**config.mk**
```make
export PLATFORM = sky130hd
export DESIGN_NAME = sim_reset_break_status_regs
export DESIGN_NICKNAME = d
export VERILOG_FILES = /design/src/common/sim_regs_pkg.sv /design/src/hw/sim_reset_break_status_regs.sv
export SDC_FILE = /design/constraint.sdc
export NUM_CORES = 1
export LEC_CHECK = 0
export BUFFER_PORTS_ARGS = -buffer_cell sky130_fd_sc_hd__buf_4
export CAP_MARGIN = 20
export CORE_MARGIN = 4
export CORE_UTILIZATION = 44
export DETAILED_ROUTE_END_ITERATION = 10
export GPL_TIMING_DRIVEN = 1
export PLACE_DENSITY = 0.75
export SYNTH_ARGS = -nofsm -noshare
export SYNTH_HDL_FRONTEND = slang
export SYNTH_SLANG_ARGS = --single-unit
```
**constraint.sdc**
```tcl
create_clock -name clk_i -period 2.16 [get_ports clk_i]
set_clock_uncertainty 0.1 [all_clocks]
set_input_delay 0.432 -clock clk_i [delete_from_list [all_inputs] [get_ports clk_i]]
set_output_delay 0.432 -clock clk_i [all_outputs]
set_load 0.02 [all_outputs]
```
**src/common/sim_regs_pkg.sv**
```systemverilog
// package: offsets, field positions and types for the reset/break status registers
package sim_regs_pkg;

    // register byte addresses (word aligned)
    localparam logic [3:0] ADDR_BREAK_EXIT = 4'h0;
    localparam logic [3:0] ADDR_RESET_SRC = 4'h4;
    localparam logic [3:0] ADDR_BREAK_CLR = 4'h8;
    localparam logic [3:0] ADDR_IRQ_STATUS = 4'hc;
    localparam logic [3:0] ADDR_IRQ_MASK = 4'h0;
    localparam logic [4:0] ADDR_IRQ_MASK_HI = 5'h10;

    // break_exit_status fields
    localparam int BREAK_EXIT_BIT = 1;
    // reset_source_status fields
    localparam int LOW_VOLTAGE_BIT = 1;
    localparam int BAD_ADDRESS_BIT = 3;
    localparam int BAD_OPCODE_BIT = 4;
    localparam int WATCHDOG_BIT = 5;
    localparam int EXT_PIN_BIT = 6;
    localparam int POWER_ON_BIT = 7;
    // break_flag_clear_control fields
    localparam int BREAK_CLEAR_EN_BIT = 7;
    // interrupt status fields
    localparam int IRQ_RESET_BIT = 0;
    localparam int IRQ_BREAK_EXIT_BIT = 1;

    // reset values
    localparam logic [7:0] BREAK_EXIT_RST = 8'h00;
    localparam logic [7:0] BREAK_CLR_RST = 8'h00;
    localparam logic [7:0] IRQ_STATUS_RST = 8'h00;
    localparam logic [7:0] IRQ_MASK_RST = 8'h00;
    localparam logic [7:0] RESET_SRC_POR = 8'h80;

    // reset-source event strobes from the reset logic
    typedef struct packed {
        logic power_on;
        logic ext_pin;
        logic watchdog;
        logic bad_opcode;
        logic bad_address;
        logic low_voltage;
    } reset_src_t;

    // classic wishbone request
    typedef struct packed {
        logic cyc;
        logic stb;
        logic we;
        logic [4:0] adr;
        logic [3:0] sel;
        logic [31:0] dat;
    } wb_req_t;

    // whole module state
    typedef struct packed {
        logic [31:0] dat;
        logic ack;
        logic [7:0] break_exit;
        logic [7:0] reset_src;
        logic [7:0] break_clr;
        logic [7:0] irq_status;
        logic [7:0] irq_mask;
        logic irq;
        logic clear_allow;
    } sim_state_t;

endpackage

```
**src/hw/sim_reset_break_status_regs.sv**
```systemverilog
// reset-source, break-exit and break flag-clear registers on a wishbone slave
// Function
// - five block registers: break exit, reset source, break clear control, interrupt status, interrupt mask
// - break exit flag set when break ends stop or wait, else stays zero
// - break exit flag cleared by writing zero to it, and by system reset rst_i; reset-source events leave it
// - reset source register is read-only; writes never change its flags
// - power-on reset sets power-on flag and clears all other source flags
// - other resets set only their own flag, flags accumulate
// - any read of reset source register clears all flags after the read
// - only a read or a power-on reset clears reset flags; multiple sources all stay set
// - power-on flag is one since power-on until a read
// - external pin flag is one after pin reset until power-on or read
// - watchdog flag is one after watchdog reset until power-on or read
// - bad opcode flag is one after that reset until power-on or read
// - bad address flag is one after that reset until power-on or read
// - low-voltage flag is one after that reset until power-on or read
// - clear enable bit read/write; when one, clears allowed in break state
// - clear enable zero blocks clearing of other modules' flags in break
// - a flag cleared in break with enable stays cleared after break
// - blocked two-step clears stay protected; second step after break clears
`timescale 1ns/10ps

module sim_reset_break_status_regs (
    // clock and reset
    input wire logic clk_i,
    input wire logic rst_i,
    // wishbone slave
    input wire logic wb_cyc_i,
    input wire logic wb_stb_i,
    input wire logic wb_we_i,
    input wire logic [4:0] wb_adr_i,
    input wire logic [3:0] wb_sel_i,
    input wire logic [31:0] wb_dat_i,
    output logic [31:0] wb_dat_o,
    output logic wb_ack_o,
    // reset source event strobes, one cycle each
    input wire sim_regs_pkg::reset_src_t reset_src_i,
    // break and low-power state
    input wire logic break_exit_lp_i,
    input wire logic break_state_i,
    // gate for status clearing in other modules
    output logic clear_allow_o,
    // interrupt
    output logic irq_o
);

    sim_regs_pkg::sim_state_t st_ff;
    sim_regs_pkg::sim_state_t nxt_st;

    logic req;
    logic wr;
    logic rd;
    logic lane0;
    logic [7:0] wbyte;
    logic [7:0] rdata;
    logic hit_exit;
    logic hit_src;
    logic hit_clr;
    logic hit_ists;
    logic hit_imsk;
    logic any_reset_ev;

    // bus decode; an access is taken only in the cycle before ack
    assign req = wb_cyc_i && wb_stb_i && !st_ff.ack;
    assign wr = req && wb_we_i;
    assign rd = req && !wb_we_i;
    assign lane0 = wb_sel_i[0];
    assign wbyte = wb_dat_i[7:0];
    assign any_reset_ev = |reset_src_i;

    // address decode, unmapped reads return zero and writes are dropped
    always_comb begin
        hit_exit = 1'b0;
        hit_src = 1'b0;
        hit_clr = 1'b0;
        hit_ists = 1'b0;
        hit_imsk = 1'b0;
        if (wb_adr_i == {1'b0, sim_regs_pkg::ADDR_BREAK_EXIT}) begin
            hit_exit = 1'b1;
        end else if (wb_adr_i == {1'b0, sim_regs_pkg::ADDR_RESET_SRC}) begin
            hit_src = 1'b1;
        end else if (wb_adr_i == {1'b0, sim_regs_pkg::ADDR_BREAK_CLR}) begin
            hit_clr = 1'b1;
        end else if (wb_adr_i == {1'b0, sim_regs_pkg::ADDR_IRQ_STATUS}) begin
            hit_ists = 1'b1;
        end else if (wb_adr_i == sim_regs_pkg::ADDR_IRQ_MASK_HI) begin
            hit_imsk = 1'b1;
        end
    end

    // read mux; only the low byte carries data, upper bits zero
    always_comb begin
        rdata = 8'h00;
        if (hit_exit) begin
            rdata = st_ff.break_exit;
        end else if (hit_src) begin
            rdata = st_ff.reset_src;
        end else if (hit_clr) begin
            rdata = st_ff.break_clr;
        end else if (hit_ists) begin
            rdata = st_ff.irq_status;
        end else if (hit_imsk) begin
            rdata = st_ff.irq_mask;
        end
    end

    // next-state logic for the whole block
    always_comb begin
        nxt_st = st_ff;
        nxt_st.ack = req;
        nxt_st.dat = rd ? {24'h000000, rdata} : 32'h00000000;

        // break exit flag: software may only write zero; set wins over clear
        if (wr && lane0 && hit_exit && !wbyte[sim_regs_pkg::BREAK_EXIT_BIT]) begin
            nxt_st.break_exit[sim_regs_pkg::BREAK_EXIT_BIT] = 1'b0;
        end
        if (break_exit_lp_i) begin
            nxt_st.break_exit[sim_regs_pkg::BREAK_EXIT_BIT] = 1'b1;
        end

        // reset source flags: a completed read clears, writes ignored
        if (rd && hit_src) begin
            nxt_st.reset_src = 8'h00;
        end
        // events after the read clear so a coincident reset is not lost
        if (reset_src_i.power_on) begin
            nxt_st.reset_src = sim_regs_pkg::RESET_SRC_POR;
        end else begin
            // other sources only add their own bit
            if (reset_src_i.ext_pin) begin
                nxt_st.reset_src[sim_regs_pkg::EXT_PIN_BIT] = 1'b1;
            end
            if (reset_src_i.watchdog) begin
                nxt_st.reset_src[sim_regs_pkg::WATCHDOG_BIT] = 1'b1;
            end
            if (reset_src_i.bad_opcode) begin
                nxt_st.reset_src[sim_regs_pkg::BAD_OPCODE_BIT] = 1'b1;
            end
            if (reset_src_i.bad_address) begin
                nxt_st.reset_src[sim_regs_pkg::BAD_ADDRESS_BIT] = 1'b1;
            end
            if (reset_src_i.low_voltage) begin
                nxt_st.reset_src[sim_regs_pkg::LOW_VOLTAGE_BIT] = 1'b1;
            end
        end

        // break clear enable, only its one bit is stored
        if (wr && lane0 && hit_clr) begin
            nxt_st.break_clr = 8'h00;
            nxt_st.break_clr[sim_regs_pkg::BREAK_CLEAR_EN_BIT] =
                wbyte[sim_regs_pkg::BREAK_CLEAR_EN_BIT];
        end

        // interrupt mask, two defined bits
        if (wr && lane0 && hit_imsk) begin
            nxt_st.irq_mask = wbyte & 8'h03;
        end

        // interrupt status: write one to clear, events win
        if (wr && lane0 && hit_ists) begin
            nxt_st.irq_status = st_ff.irq_status & ~wbyte;
        end
        if (any_reset_ev) begin
            nxt_st.irq_status[sim_regs_pkg::IRQ_RESET_BIT] = 1'b1;
        end
        if (break_exit_lp_i) begin
            nxt_st.irq_status[sim_regs_pkg::IRQ_BREAK_EXIT_BIT] = 1'b1;
        end
        nxt_st.irq = |(nxt_st.irq_status & nxt_st.irq_mask);

        // outside break clearing is free; in break only with enable set.
        // other modules hold their two-step sequence while this is low,
        // so a first step before break never completes inside it
        nxt_st.clear_allow = !break_state_i ||
            nxt_st.break_clr[sim_regs_pkg::BREAK_CLEAR_EN_BIT];
    end

    // state register; system reset keeps reset flags, they record the cause
    always_ff @(posedge clk_i) begin
        if (rst_i) begin
            st_ff.dat <= 32'h00000000;
            st_ff.ack <= 1'b0;
            st_ff.break_exit <= sim_regs_pkg::BREAK_EXIT_RST;
            st_ff.reset_src <= nxt_st.reset_src;
            st_ff.break_clr <= sim_regs_pkg::BREAK_CLR_RST;
            st_ff.irq_status <= sim_regs_pkg::IRQ_STATUS_RST;
            st_ff.irq_mask <= sim_regs_pkg::IRQ_MASK_RST;
            st_ff.irq <= 1'b0;
            st_ff.clear_allow <= 1'b1;
        end else begin
            st_ff <= nxt_st;
        end
    end

    // outputs straight from flops
    assign wb_dat_o = st_ff.dat;
    assign wb_ack_o = st_ff.ack;
    assign irq_o = st_ff.irq;
    assign clear_allow_o = st_ff.clear_allow;

endmodule

```
* Word level (Yosys, flattened, before mapping)
Index checks and enable logic that the tools add are counted.
** Word-level totals
- Word-level logic and storage cells :: 77
- Register bits after elaboration :: 61
** Cells by class
- Reduce and logical (&&, ||, !) cells :: 21
- Bitwise operators :: 4
- Muxes and demuxes :: 38
- Eq/ne operators :: 4
** Operators with widths (number)
- $mux 8 :: 9
- $mux 1 :: 28
- $and 8x8->8 :: 2
- $logic_and 1x1->1 :: 11
- $eq 5x4->1 const B :: 2
- $not 8->8 :: 1
- $reduce_or 8->1 :: 1
- $reduce_or 6->1 :: 1
- $eq 5x3->1 const B :: 1
- $eq 5x5->1 const B :: 1
- $logic_not 5->1 :: 1
- $logic_not 1->1 :: 4
- $mux 4 :: 1
- $reduce_bool 2->1 :: 1
- $reduce_or 2->1 :: 1
- $logic_or 1x1->1 :: 1
- $not 1->1 :: 1

* Longest topological paths before layout
Gate-level depths: netlist of the first run.
- Word-level depth :: 11
- Depth in mapped cells :: 6
- Mapped depth without buffers :: 5

* Least setup slack after synthesis of the first run
Ideal clock, no wire load.
- Path kind :: input to register
- Start point :: input port wb_adr_i[2]
- End point :: register st_ff, in the netlist irq_o
- Path slack :: 116 ps
- Data required time :: 1923 ps
- Stages :: 6
- Data arrival time :: 1806 ps
- Cells stage by stage :: buf_6 -> or3b_4 -> nor4_4 -> mux2i_1 -> o21bai_1 -> a41oi_2
** Between the ends
- Cells in the longest elaborated chain, start to end :: 10
** Ends and longest elaborated chain
- start: declaration :: line sim_reset_break_status_regs.sv:31 : input wire logic [4:0] wb_adr_i,
- $eq 5x4->1 or $eq 5x5->1 (tied branches) :: line sim_reset_break_status_regs.sv:84, sim_reset_break_status_regs.sv:86
- $mux 1 (on tied branches) :: line sim_reset_break_status_regs.sv:84, sim_reset_break_status_regs.sv:86
- $mux 1 (on tied branches) :: line sim_reset_break_status_regs.sv:82, sim_reset_break_status_regs.sv:84
- $mux 1 (on tied branches) :: line sim_reset_break_status_regs.sv:80, sim_reset_break_status_regs.sv:82
- $mux 1 (on tied branches) :: line sim_reset_break_status_regs.sv:78, sim_reset_break_status_regs.sv:80
- $logic_and 1x1->1 or $mux 1 (tied branches) :: line sim_reset_break_status_regs.sv:160, sim_reset_break_status_regs.sv:78
- $mux 8 or $logic_and 1x1->1 (tied branches) :: line sim_reset_break_status_regs.sv:160, sim_reset_break_status_regs.sv:155
- $mux 1 (tied with other cells) :: line sim_reset_break_status_regs.sv:163 : if (any_reset_ev) begin
- $and 8x8->8 * :: line sim_reset_break_status_regs.sv:169 : nxt_st.irq = |(nxt_st.irq_status & nxt_st.irq_mask);
- $reduce_or 8->1 * :: line sim_reset_break_status_regs.sv:169
- end signal: assignment :: line sim_reset_break_status_regs.sv:191 : st_ff <= nxt_st;
- end: declaration :: line sim_reset_break_status_regs.sv:47 : sim_regs_pkg::sim_state_t st_ff;
Mark *: on every way between the ends. The rest lies on a longest branch, timed or not.
A chain may end at the register's enable or synchronous reset.

* Worst setup path in the final report of the first run
- Start point :: input port wb_adr_i[3]
- End point :: register st_ff, in the netlist irq_o
Same word-level chain as after synthesis.

==> out/metrics.cfg, run 1 <==
[global_routing]
grt_pass1_vias = 1259
antenna_found_initial = 0
gr-total-overflow = 0
grt_pass1_wl_um = 5590
grtUsageTotal_pct = 14.7
grt_max_degree = 18

[critical_path]
endpoint_kind = flop
path_buf_inv = 3
r2r_end = irq_o$_SDFF_PP0_
crit_path_start_kind = input pin
cp_slowest_stage_delay_ps = 410
critPathSlowestCell = or3b_4
arrival_ps = 1970
r2r_slack_ps = 280
crit_family = simple AND/OR/NAND/NOR gates
timing.critical_path.mode_cell = buf_4
cp.required_ps = 2220
timing.rr.start = wb_ack_o$_SDFF_PP0_
path_class = input pin to flop
path_cells = buf_4, or3b_4, buf_4, nor2_2, o21ai_0, nor4_1, buf_4, a41oi_2
r2r_cells = 7
path_max_fanout = 4

[sta]
grt_setup_unrepaired = false
whs_ps = 218
fin_crit_sh_pct = 88.4
setup_slack_ps = 251
drv_slew = 0
max_freq_mhz = 524
period_minus_slack_ps = 1910
setup_violations = 0
hold_viol_final = 0

[hold_path]
hold_path_class = input pin to flop
min_from = wb_dat_i[3]
holdPathStages = 2
hold_path_end = st_ff[13]$_SDFF_PP0_

[clocking]
root_buffer = clkbuf_8
cts.sinks = 35
clock_path_buffers = 2
holdBufCountCts = 0
cts_resized = 0
clock_latency_ps = 290
cts_made_buffers = 5
cts_max_level = 2
cts_setup_buffers = 0
clk_pin_slew_ps = 60
cts_tree = done

[finish]
num_antenna_cells = 0
final_util_pct = 55.7
area_growth_syn_to_layout_pct = 21.7
finalNonFillerCells = 282
final_layout_size_suffix_gt1_share_pct = 27.8
num-nets-final = 287
fillers = 358

[floorplan]
core_area_um2 = 3660
fp.dieArea_um2 = 4860
die_x_um = 69.7
rows = 22
ios = 89
start_util_pct = 45.8
die_h_um = 69.7

[drt]
ant_nets = 0
detail_route.first_pass.iterations = 6
vias_per_cell = 4.87
drc = 0
vias = 1373
initialDrtViolationCount = 54
wl_per_cell_um = 12.7
wl_um = 3590

[synthesis]
synth_compound_area_share_pct = 14.5
synth_area_um2 = 1680
syn_avg_cell_area_um2 = 8.96
yosys_warnings = 0
synth-simple-area-share_pct = 25.6
synth-seq-cells = 35
synthMuxAreaShare_pct = 2.39
synth_top_family_by_area = simple AND/OR/NAND/NOR gates
yosysTopAreaCell = dfxtp_1
synth_cell_types = 35
synthTopCellsByArea = dfxtp_1 (42%), buf_4 (15%), nor2_1 (7.2%), a21oi_1 (3.9%), nand2_1 (3.1%)
yosys.area_share.adder_pct = 0
synth.top_cell.area_share_pct = 41.8
synth_xor_xnor_area_share_pct = 0
syn_inst = 187
ys_seq_area_share_pct = 41.8

[run]
max_cap_violations = 0

[placed_design]
place_hpwl_um = 2840
globalplace.congestion = 0.912
pre_cts_ws_ps = -8.74
dp_cells = 274
io_buffers = 37

[power_and_ir_drop]
powerDensity_nw_per_um2 = 648
ir_drop_mv = 0.421
p_total_mw = 1.32
p_leak_nw = 0.865

[outcome]
outcome = completed

[synthesized netlist by cell type]
cell and instances:
nor2_2 1, a221oi_1 1, a21boi_0 2, nand2_1 14, nand3b_2 1, a41oi_2 1, a21o_1 2, or2_2 1
buf_4 33, a21oi_1 13, buf_6 1, o32ai_1 1, nand3_1 1, nor4_4 2, a22oi_1 4, o21ai_0 1
nor3_1 2, nor3b_1 1, or3b_4 1, nand4_1 1, conb_1 1, and2_1 7, nor4_1 2, o21bai_1 3
nor2_1 32, a222oi_1 4, mux2i_1 4, dfxtp_1 35, o22a_1 1, nand4b_1 2, or3_1 2, a211oi_1 1
or4b_2 1, nand2b_1 5, nand3b_1 3
[cells in the final DEF (no fill, tap or decap), drive strengths merged, types with 3 or more instances in the layout]
cell type  Yosys  routed
mux2i          4       4
nor4           4       4
clkbuf         0       8
and2           7       7
dfxtp         35      35
conb           1      24
nand2         14      14
nor2          33      33
a22oi          4       4
o21bai         3       3
a222oi         4       4
buf           34      50
nand3b         4       4
a21oi         13      13
nand2b         5       5
[through the flow]
| stage | setup TNS (ps) | cell area [um2] |
|---|---|---|
| global route | 0 | 2040 |
| floorplan | 0 | 1760 |
| global placement | -21.6 | 1940 |
| detailed placement | -8.74 | 1940 |
| finish | 0 | 2040 |
| CTS | 0 | 2040 |
[state kept, by name (all words and copies together) (netlist names)]
name and cells:
irq_o 1, st_ff 24, clear_allow_o 1, wb_ack_o 1, wb_dat_o 8
[kinds of logic (layout without fill, tap and decap cells)]
kind of cell | after synthesis | after routing
muxes | 4 | 4
DFF | 35 | 35
other | 1 | 24
buffers and inverters | 34 | 58
and+or+nand+nor | 79 | 79
AOI/OAI and AO/OA | 34 | 34
[power by group]
group          total [mW]  leakage [nW]  switching, mW  internal (mW)
sequential          0.665         0.285        0.00652          0.658
clock               0.507        0.0515          0.217          0.290
combinational       0.150         0.529         0.0916         0.0580
[layout make-up]
type	count	area (um2)	share of cell area, %
well taps	48	60.1	2.95
repair buffers	50	375	18.4
flip-flops and latches	35	701	34.4
clock buffers	8	100	4.91
multi-input cells	141	802	39.3
[worst max path at each step]
stage | end | slack [ps] | depth (start not counted) | start
after floorplan | irq_o$_SDFF_PP0_ | 120 | 6 | wb_adr_i[2]
final | irq_o$_SDFF_PP0_ | 250 | 8 | wb_adr_i[3]
after global placement | irq_o$_SDFF_PP0_ | -20 | 8 | wb_adr_i[3]
after global routing | irq_o$_SDFF_PP0_ | 130 | 5 | wb_ack_o$_SDFF_PP0_
after CTS | irq_o$_SDFF_PP0_ | 280 | 8 | wb_adr_i[3]
after detailed placement | irq_o$_SDFF_PP0_ | -9 | 8 | wb_adr_i[3]
[layer usage]
metal / GRT usage, % / part of all wire, %
met1: 16.1 / 42
met2: 24.0 / 49
met3: 5.36 / 6.5
met4: 8.94 / 2.7
met5: 0 / 0
[worst register-to-register path: cells and delay by family, from the launching register on]
kind | cells | cell delay, ps
flip-flops | 1 | 310
buffers and inverters | 2 | 310
AND/OR/NAND/NOR | 4 | 920
AO/OA/AOI/OAI | 1 | 100
Power figures use the tool's default switching activity.
==> inputs of run 2 (changes only) <==
--- a/config.mk
+++ b/config.mk
@@ -7,7 +7,7 @@
 export LEC_CHECK = 0
 export BUFFER_PORTS_ARGS = -buffer_cell sky130_fd_sc_hd__buf_4
 export CAP_MARGIN = 20
-export CORE_MARGIN = 4
+export CORE_MARGIN = 2
 export CORE_UTILIZATION = 44
 export DETAILED_ROUTE_END_ITERATION = 10
 export GPL_TIMING_DRIVEN = 1
==> out/metrics.cfg, run 2 (synthesis results as in run 1) <==
[floorplan]
core_area_um2 = 3660  ; unchanged
start_util_pct = 45.8  ; unchanged
ios = 89  ; unchanged
die_h_um = 65.7  ; was 69.7 um
die_x_um = 65.7  ; was 69.7 um
fp.dieArea_um2 = 4320  ; was 4860 um2
rows = 22  ; unchanged

[clocking]
root_buffer = clkbuf_8  ; unchanged
cts_made_buffers = 5  ; unchanged
clk_pin_slew_ps = 70  ; was 60 ps
clock_path_buffers = 2  ; unchanged
cts_setup_buffers = 0  ; unchanged
cts_tree = done  ; unchanged
clock_latency_ps = 290  ; about the same
cts_max_level = 2  ; unchanged
cts_resized = 0  ; unchanged
holdBufCountCts = 0  ; unchanged
cts.sinks = 35  ; unchanged

[sta]
max_freq_mhz = 543  ; was 524 MHz
drv_slew = 0  ; unchanged
fin_crit_sh_pct = 85.3  ; was 88.4%
grt_setup_unrepaired = false  ; unchanged
setup_violations = 0  ; unchanged
hold_viol_final = 0  ; unchanged
period_minus_slack_ps = 1840  ; was 1910 ps

[global_routing]
grt_pass1_wl_um = 5780  ; was 5590 um
grt_pass1_vias = 1236  ; was 1259
antenna_found_initial = 0  ; unchanged
gr-total-overflow = 0  ; unchanged
grt_max_degree = 18  ; unchanged
grtUsageTotal_pct = 18.1  ; was 14.7%

[placed_design]
globalplace.congestion = 0.887  ; was 0.912
place_hpwl_um = 2770  ; was 2840 um
io_buffers = 37  ; unchanged
dp_cells = 274  ; unchanged

[critical_path]
path_buf_inv = 0  ; was 3
timing.rr.start = wb_ack_o$_SDFF_PP0_  ; unchanged
crit_family = simple AND/OR/NAND/NOR gates  ; unchanged
arrival_ps = 1910  ; was 1970 ps
endpoint_kind = flop  ; unchanged
cp.required_ps = 2220  ; about the same
cp_slowest_stage_delay_ps = 490  ; was 410 ps
path_max_fanout = 7  ; was 4
startpoint = wb_ack_o$_SDFF_PP0_  ; was wb_adr_i[3]
path_class = flop to flop  ; was input pin to flop
path_cells = nand3b_2, nor4_4, a21boi_0, o21bai_1, a41oi_2  ; was buf_4, or3b_4, buf_4, nor2_2, o21ai_0, nor4_1, buf_4, a41oi_2
critPathSlowestCell = nor4_4  ; was or3b_4
crit_path_start_kind = flop  ; was input pin

[drt]
wl_um = 3520  ; was 3590 um
ant_nets = 0  ; unchanged
detail_route.first_pass.iterations = 4  ; was 6
drc = 0  ; unchanged
wl_per_cell_um = 12.5  ; was 12.7 um
vias = 1377  ; was 1373
vias_per_cell = 4.88  ; was 4.87
initialDrtViolationCount = 64  ; was 54

[hold_path]
hold_path_class = input pin to flop  ; unchanged
min_from = wb_dat_i[3]  ; unchanged

[finish]
largest_register_ffs = 24  ; unchanged
largest_register = st_ff  ; unchanged
area_growth_syn_to_layout_pct = 20.8  ; was 21.7%
final_util_pct = 55.3  ; was 55.7%
final_layout_size_suffix_gt1_share_pct = 27.8  ; unchanged
most-common-layout-cells = buf_4 (50), dfxtp_1 (35), nor2_1 (32)  ; unchanged
num-nets-final = 287  ; unchanged
finalNonFillerCells = 282  ; unchanged
num_antenna_cells = 0  ; unchanged
final_common_cell = buf_4  ; unchanged

[run]
max_cap_violations = 0  ; unchanged

[power_and_ir_drop]
ir_drop_mv = 0.447  ; was 0.421 mV
p_leak_nw = 0.855  ; was 0.865 nW
powerDensity_nw_per_um2 = 629  ; was 648 nW/um2

[outcome]
outcome = completed  ; unchanged

## run 2: changes by cell type in the layout (fill, tap and decap cells not counted), sizes merged
cell and change:
clkinvlp +1, clkinv +1, clkbuf -2
## run 2: worst paths after layout
path / endpoint / slack (ps) / cells past startpoint
setup / recovery: irq_o$_SDFF_PP0_ / 320 / 5
hold / removal: st_ff[13]$_SDFF_PP0_ / 220 / 2
setup reg to reg: irq_o$_SDFF_PP0_ / 320 / 5
hold reg to reg: st_ff[12]$_SDFF_PP0_ / 350 / 2
## run 2: layout make-up
type	count	area, um2
Clock inverter	2	12.5
Tap cell	48	60.1
Fill cell	355	1640
Timing Repair Buffer	50	375
Sequential cell	35	701
Multi-Input combinational cell	141	802
Clock buffer	6	72.6
## run 2: where the power goes
| part | leakage (nW) | switching (mW) | internal, mW | total [mW] |
|---|---|---|---|---|
| clock | 0.0412 | 0.232 | 0.225 | 0.457 |
| combinational | 0.529 | 0.0924 | 0.0580 | 0.150 |
| sequential | 0.285 | 0.00674 | 0.658 | 0.664 |
## run 2: per-layer routing
layer,GRT usage [%],share of wire [%]
met1,22.6,45
met2,28.9,48
met3,4.97,5.2
met4,8.59,1.9
met5,0,0
## run 2: stage by stage
| stage | setup slack (ps) | hold WS (ps) | TNS [ps] | instance area [um2] | power (mW) |
|---|---|---|---|---|---|
| 6_report | 318 | 216 | 0 | 2020 | 1.27 |
| 5_1_grt | 175 | 210 | 0 | 2020 | 1.33 |
| 4_1_cts | 292 | 216 | 0 | 2020 | 1.28 |
| 3_5_place_dp | 3.95 | 345 | 0 | 1940 | 0.829 |
| 3_3_place_gp | -35.7 | 335 | -35.7 | 1940 | 0.827 |
| 2_1_floorplan | 116 | 322 | 0 | 1760 | 0.794 |
==> inputs of run 3 (changes only) <==
--- a/config.mk
+++ b/config.mk
@@ -12,6 +12,7 @@
 export DETAILED_ROUTE_END_ITERATION = 10
 export GPL_TIMING_DRIVEN = 1
 export PLACE_DENSITY = 0.75
+export REMOVE_ABC_BUFFERS = 1
 export SYNTH_ARGS = -nofsm -noshare
 export SYNTH_HDL_FRONTEND = slang
 export SYNTH_SLANG_ARGS = --single-unit
==> out/metrics.cfg, run 3 (synthesis results as in run 1) <==
[global_routing]
grt_pass1_wl_um = 5950  ; was 5780 um
gr-total-overflow = 0  ; unchanged
antenna_found_initial = 0  ; unchanged
grt_pass1_vias = 1280  ; was 1236
grtUsageTotal_pct = 18.3  ; was 18.1%
grt_max_degree = 18  ; unchanged

[placed_design]
io_buffers = 37  ; unchanged
globalplace.congestion = 0.933  ; was 0.887
post_dp_cell_area_um2 = 1930  ; was 1940 um2
place_hpwl_um = 2740  ; was 2770 um
pre_cts_ws_ps = 26.7  ; was 3.95 ps

[drt]
initialDrtViolationCount = 52  ; was 64
drc = 0  ; unchanged
wl_um = 3670  ; was 3520 um
wl_per_cell_um = 13.1  ; was 12.5 um
ant_nets = 0  ; unchanged
vias = 1381  ; was 1377
vias_per_cell = 4.91  ; was 4.88
detail_route.first_pass.iterations = 9  ; was 4

[hold_path]
holdPathStages = 2  ; unchanged
min_from = break_state_i  ; was wb_dat_i[3]
hold_path_class = input pin to flop  ; unchanged
hold_path_end = clear_allow_o$_SDFF_PP1_  ; was st_ff[13]$_SDFF_PP0_

[finish]
num-nets-final = 286  ; was 287
largest_register_ffs = 24  ; unchanged
regArea_um2 = 701  ; unchanged
num_antenna_cells = 0  ; unchanged
area_growth_syn_to_layout_pct = 21.2  ; was 20.8%
fillers = 360  ; was 355
largest_register = st_ff  ; unchanged
final_layout_size_suffix_gt1_share_pct = 27.5  ; was 27.8%
multi_input_area_um2 = 802  ; unchanged
most-common-layout-cells = buf_4 (49), dfxtp_1 (35), nor2_1 (32)  ; was buf_4 (50), dfxtp_1 (35), nor2_1 (32)
stdcell_area_um2 = 2030  ; was 2020 um2
final_common_cell = buf_4  ; unchanged

[clocking]
cts_setup_buffers = 0  ; unchanged
cts_made_buffers = 5  ; unchanged
holdBufCountCts = 0  ; unchanged
clock_latency_ps = 290  ; about the same
cts.sinks = 35  ; unchanged
cts_resized = 0  ; unchanged
cts_max_level = 2  ; unchanged
clk_pin_slew_ps = 70  ; about the same
clock_path_buffers = 2  ; unchanged
cts_tree = done  ; unchanged
root_buffer = clkbuf_8  ; unchanged

[sta]
hold_viol_final = 0  ; unchanged
fin_crit_sh_pct = 89.1  ; was 85.3%
max_freq_mhz = 519  ; was 543 MHz
period_minus_slack_ps = 1930  ; was 1840 ps
fin_setup_tns_ps = 0  ; unchanged
drv_slew = 0  ; unchanged
grt_setup_unrepaired = false  ; unchanged
setup_violations = 0  ; unchanged
whs_ps = 223  ; was 216 ps
setup_slack_ps = 235  ; was 318 ps

[critical_path]
crit_family = simple AND/OR/NAND/NOR gates  ; unchanged
crit_path_start_kind = flop  ; unchanged
path_max_fanout = 7  ; unchanged
cp.depth = 5  ; unchanged
r2r_cells = 5  ; unchanged
timing.rr.start = wb_ack_o$_SDFF_PP0_  ; unchanged
arrival_ps = 2000  ; was 1910 ps
path_class = flop to flop  ; unchanged
r2r_end = st_ff[35]$_SDFFE_PP0P_  ; was irq_o$_SDFF_PP0_
critPathSlowestCell = or4b_2  ; was nor4_4
cp_slowest_stage_delay_ps = 600  ; was 490 ps
r2r_slack_ps = 230  ; was 320 ps
endpoint_kind = flop  ; unchanged
path_cells = nand3b_2, nor2_1, or4b_2, a21oi_1, nor2_1  ; was nand3b_2, nor4_4, a21boi_0, o21bai_1, a41oi_2
cp.required_ps = 2240  ; was 2220 ps
path_buf_inv = 0  ; unchanged
timing.critical_path.mode_cell = nor2_1

[power_and_ir_drop]
p_int_mw = 1.01  ; was 0.941 mW
ir_drop_mv = 0.345  ; was 0.447 mV
p_switching_mw = 0.328  ; was 0.332 mW
p_leak_nw = 0.860  ; was 0.855 nW
p_clk_share_pct = 39.0  ; was 35.9%
p_total_mw = 1.33  ; was 1.27 mW
seq_power_share_pct = 49.8  ; was 52.2%
p_comb_share_pct = 11.2  ; was 11.8%
powerDensity_nw_per_um2 = 657  ; was 629 nW/um2
p_sw_share_pct = 24.6  ; was 26.1%

[outcome]
outcome = completed  ; unchanged

[run]
max_cap_violations = 0  ; unchanged

[floorplan]
rows = 22  ; unchanged
die_x_um = 65.7  ; unchanged
core_area_um2 = 3660  ; unchanged
ios = 89  ; unchanged
die_h_um = 65.7  ; unchanged
start_util_pct = 45.8  ; unchanged
fp.dieArea_um2 = 4320  ; unchanged

[run 3: cell types whose count changed in the layout (fill, tap and decap cells not counted), sizes merged]
cell      previous run  this run
clkbuf               6         8
buf                 50        49
clkinv               1         0
clkinvlp             1         0
[run 3: stage by stage]
step | util, % | std cells
after floorplan | - | 176
after global placement | 52.7 | 273
after detailed placement | 52.7 | 273
after CTS | 55.5 | 281
after global routing | 55.5 | 281
final | 55.5 | 281
[run 3: worst max-delay path by stage]
stage | start | end | slack, ps
6_report | wb_ack_o$_SDFF_PP0_ | st_ff[35]$_SDFFE_PP0P_ | 230
5_1_grt | wb_ack_o$_SDFF_PP0_ | st_ff[35]$_SDFFE_PP0P_ | 120
4_1_cts | wb_ack_o$_SDFF_PP0_ | st_ff[35]$_SDFFE_PP0P_ | 230
3_5_place_dp | wb_adr_i[3] | irq_o$_SDFF_PP0_ | 30
3_3_place_gp | wb_adr_i[3] | irq_o$_SDFF_PP0_ | 30
2_1_floorplan | wb_adr_i[4] | st_ff[35]$_SDFFE_PP0P_ | 150
[run 3: power by group through the flow]
stage	logic [mW]	registers (mW)	clock network, mW
finish	0.149	0.665	0.520
global route	0.161	0.665	0.561
CTS	0.148	0.664	0.530
detailed placement	0.147	0.679	0
global placement	0.146	0.678	0
floorplan	0.0747	0.679	0
[run 3: final cells by class]
cell class                      instances  area share [%]
Multi-Input combinational cell        141            39.5
Sequential cell                        35            34.5
Timing Repair Buffer                   49            18.1
Clock buffer                            8            4.93
Tap cell                               48            2.96
[run 3: routing by layer]
layer | vias up | global-route usage, % | part of all wire (%)
met5 | - | 0 | 0
met4 | 0 | 5.47 | 0.79
met3 | 4 | 5.99 | 6.3
met2 | 46 | 29.8 | 50
met1 | 642 | 22.8 | 43
li1 | 689 | - | -
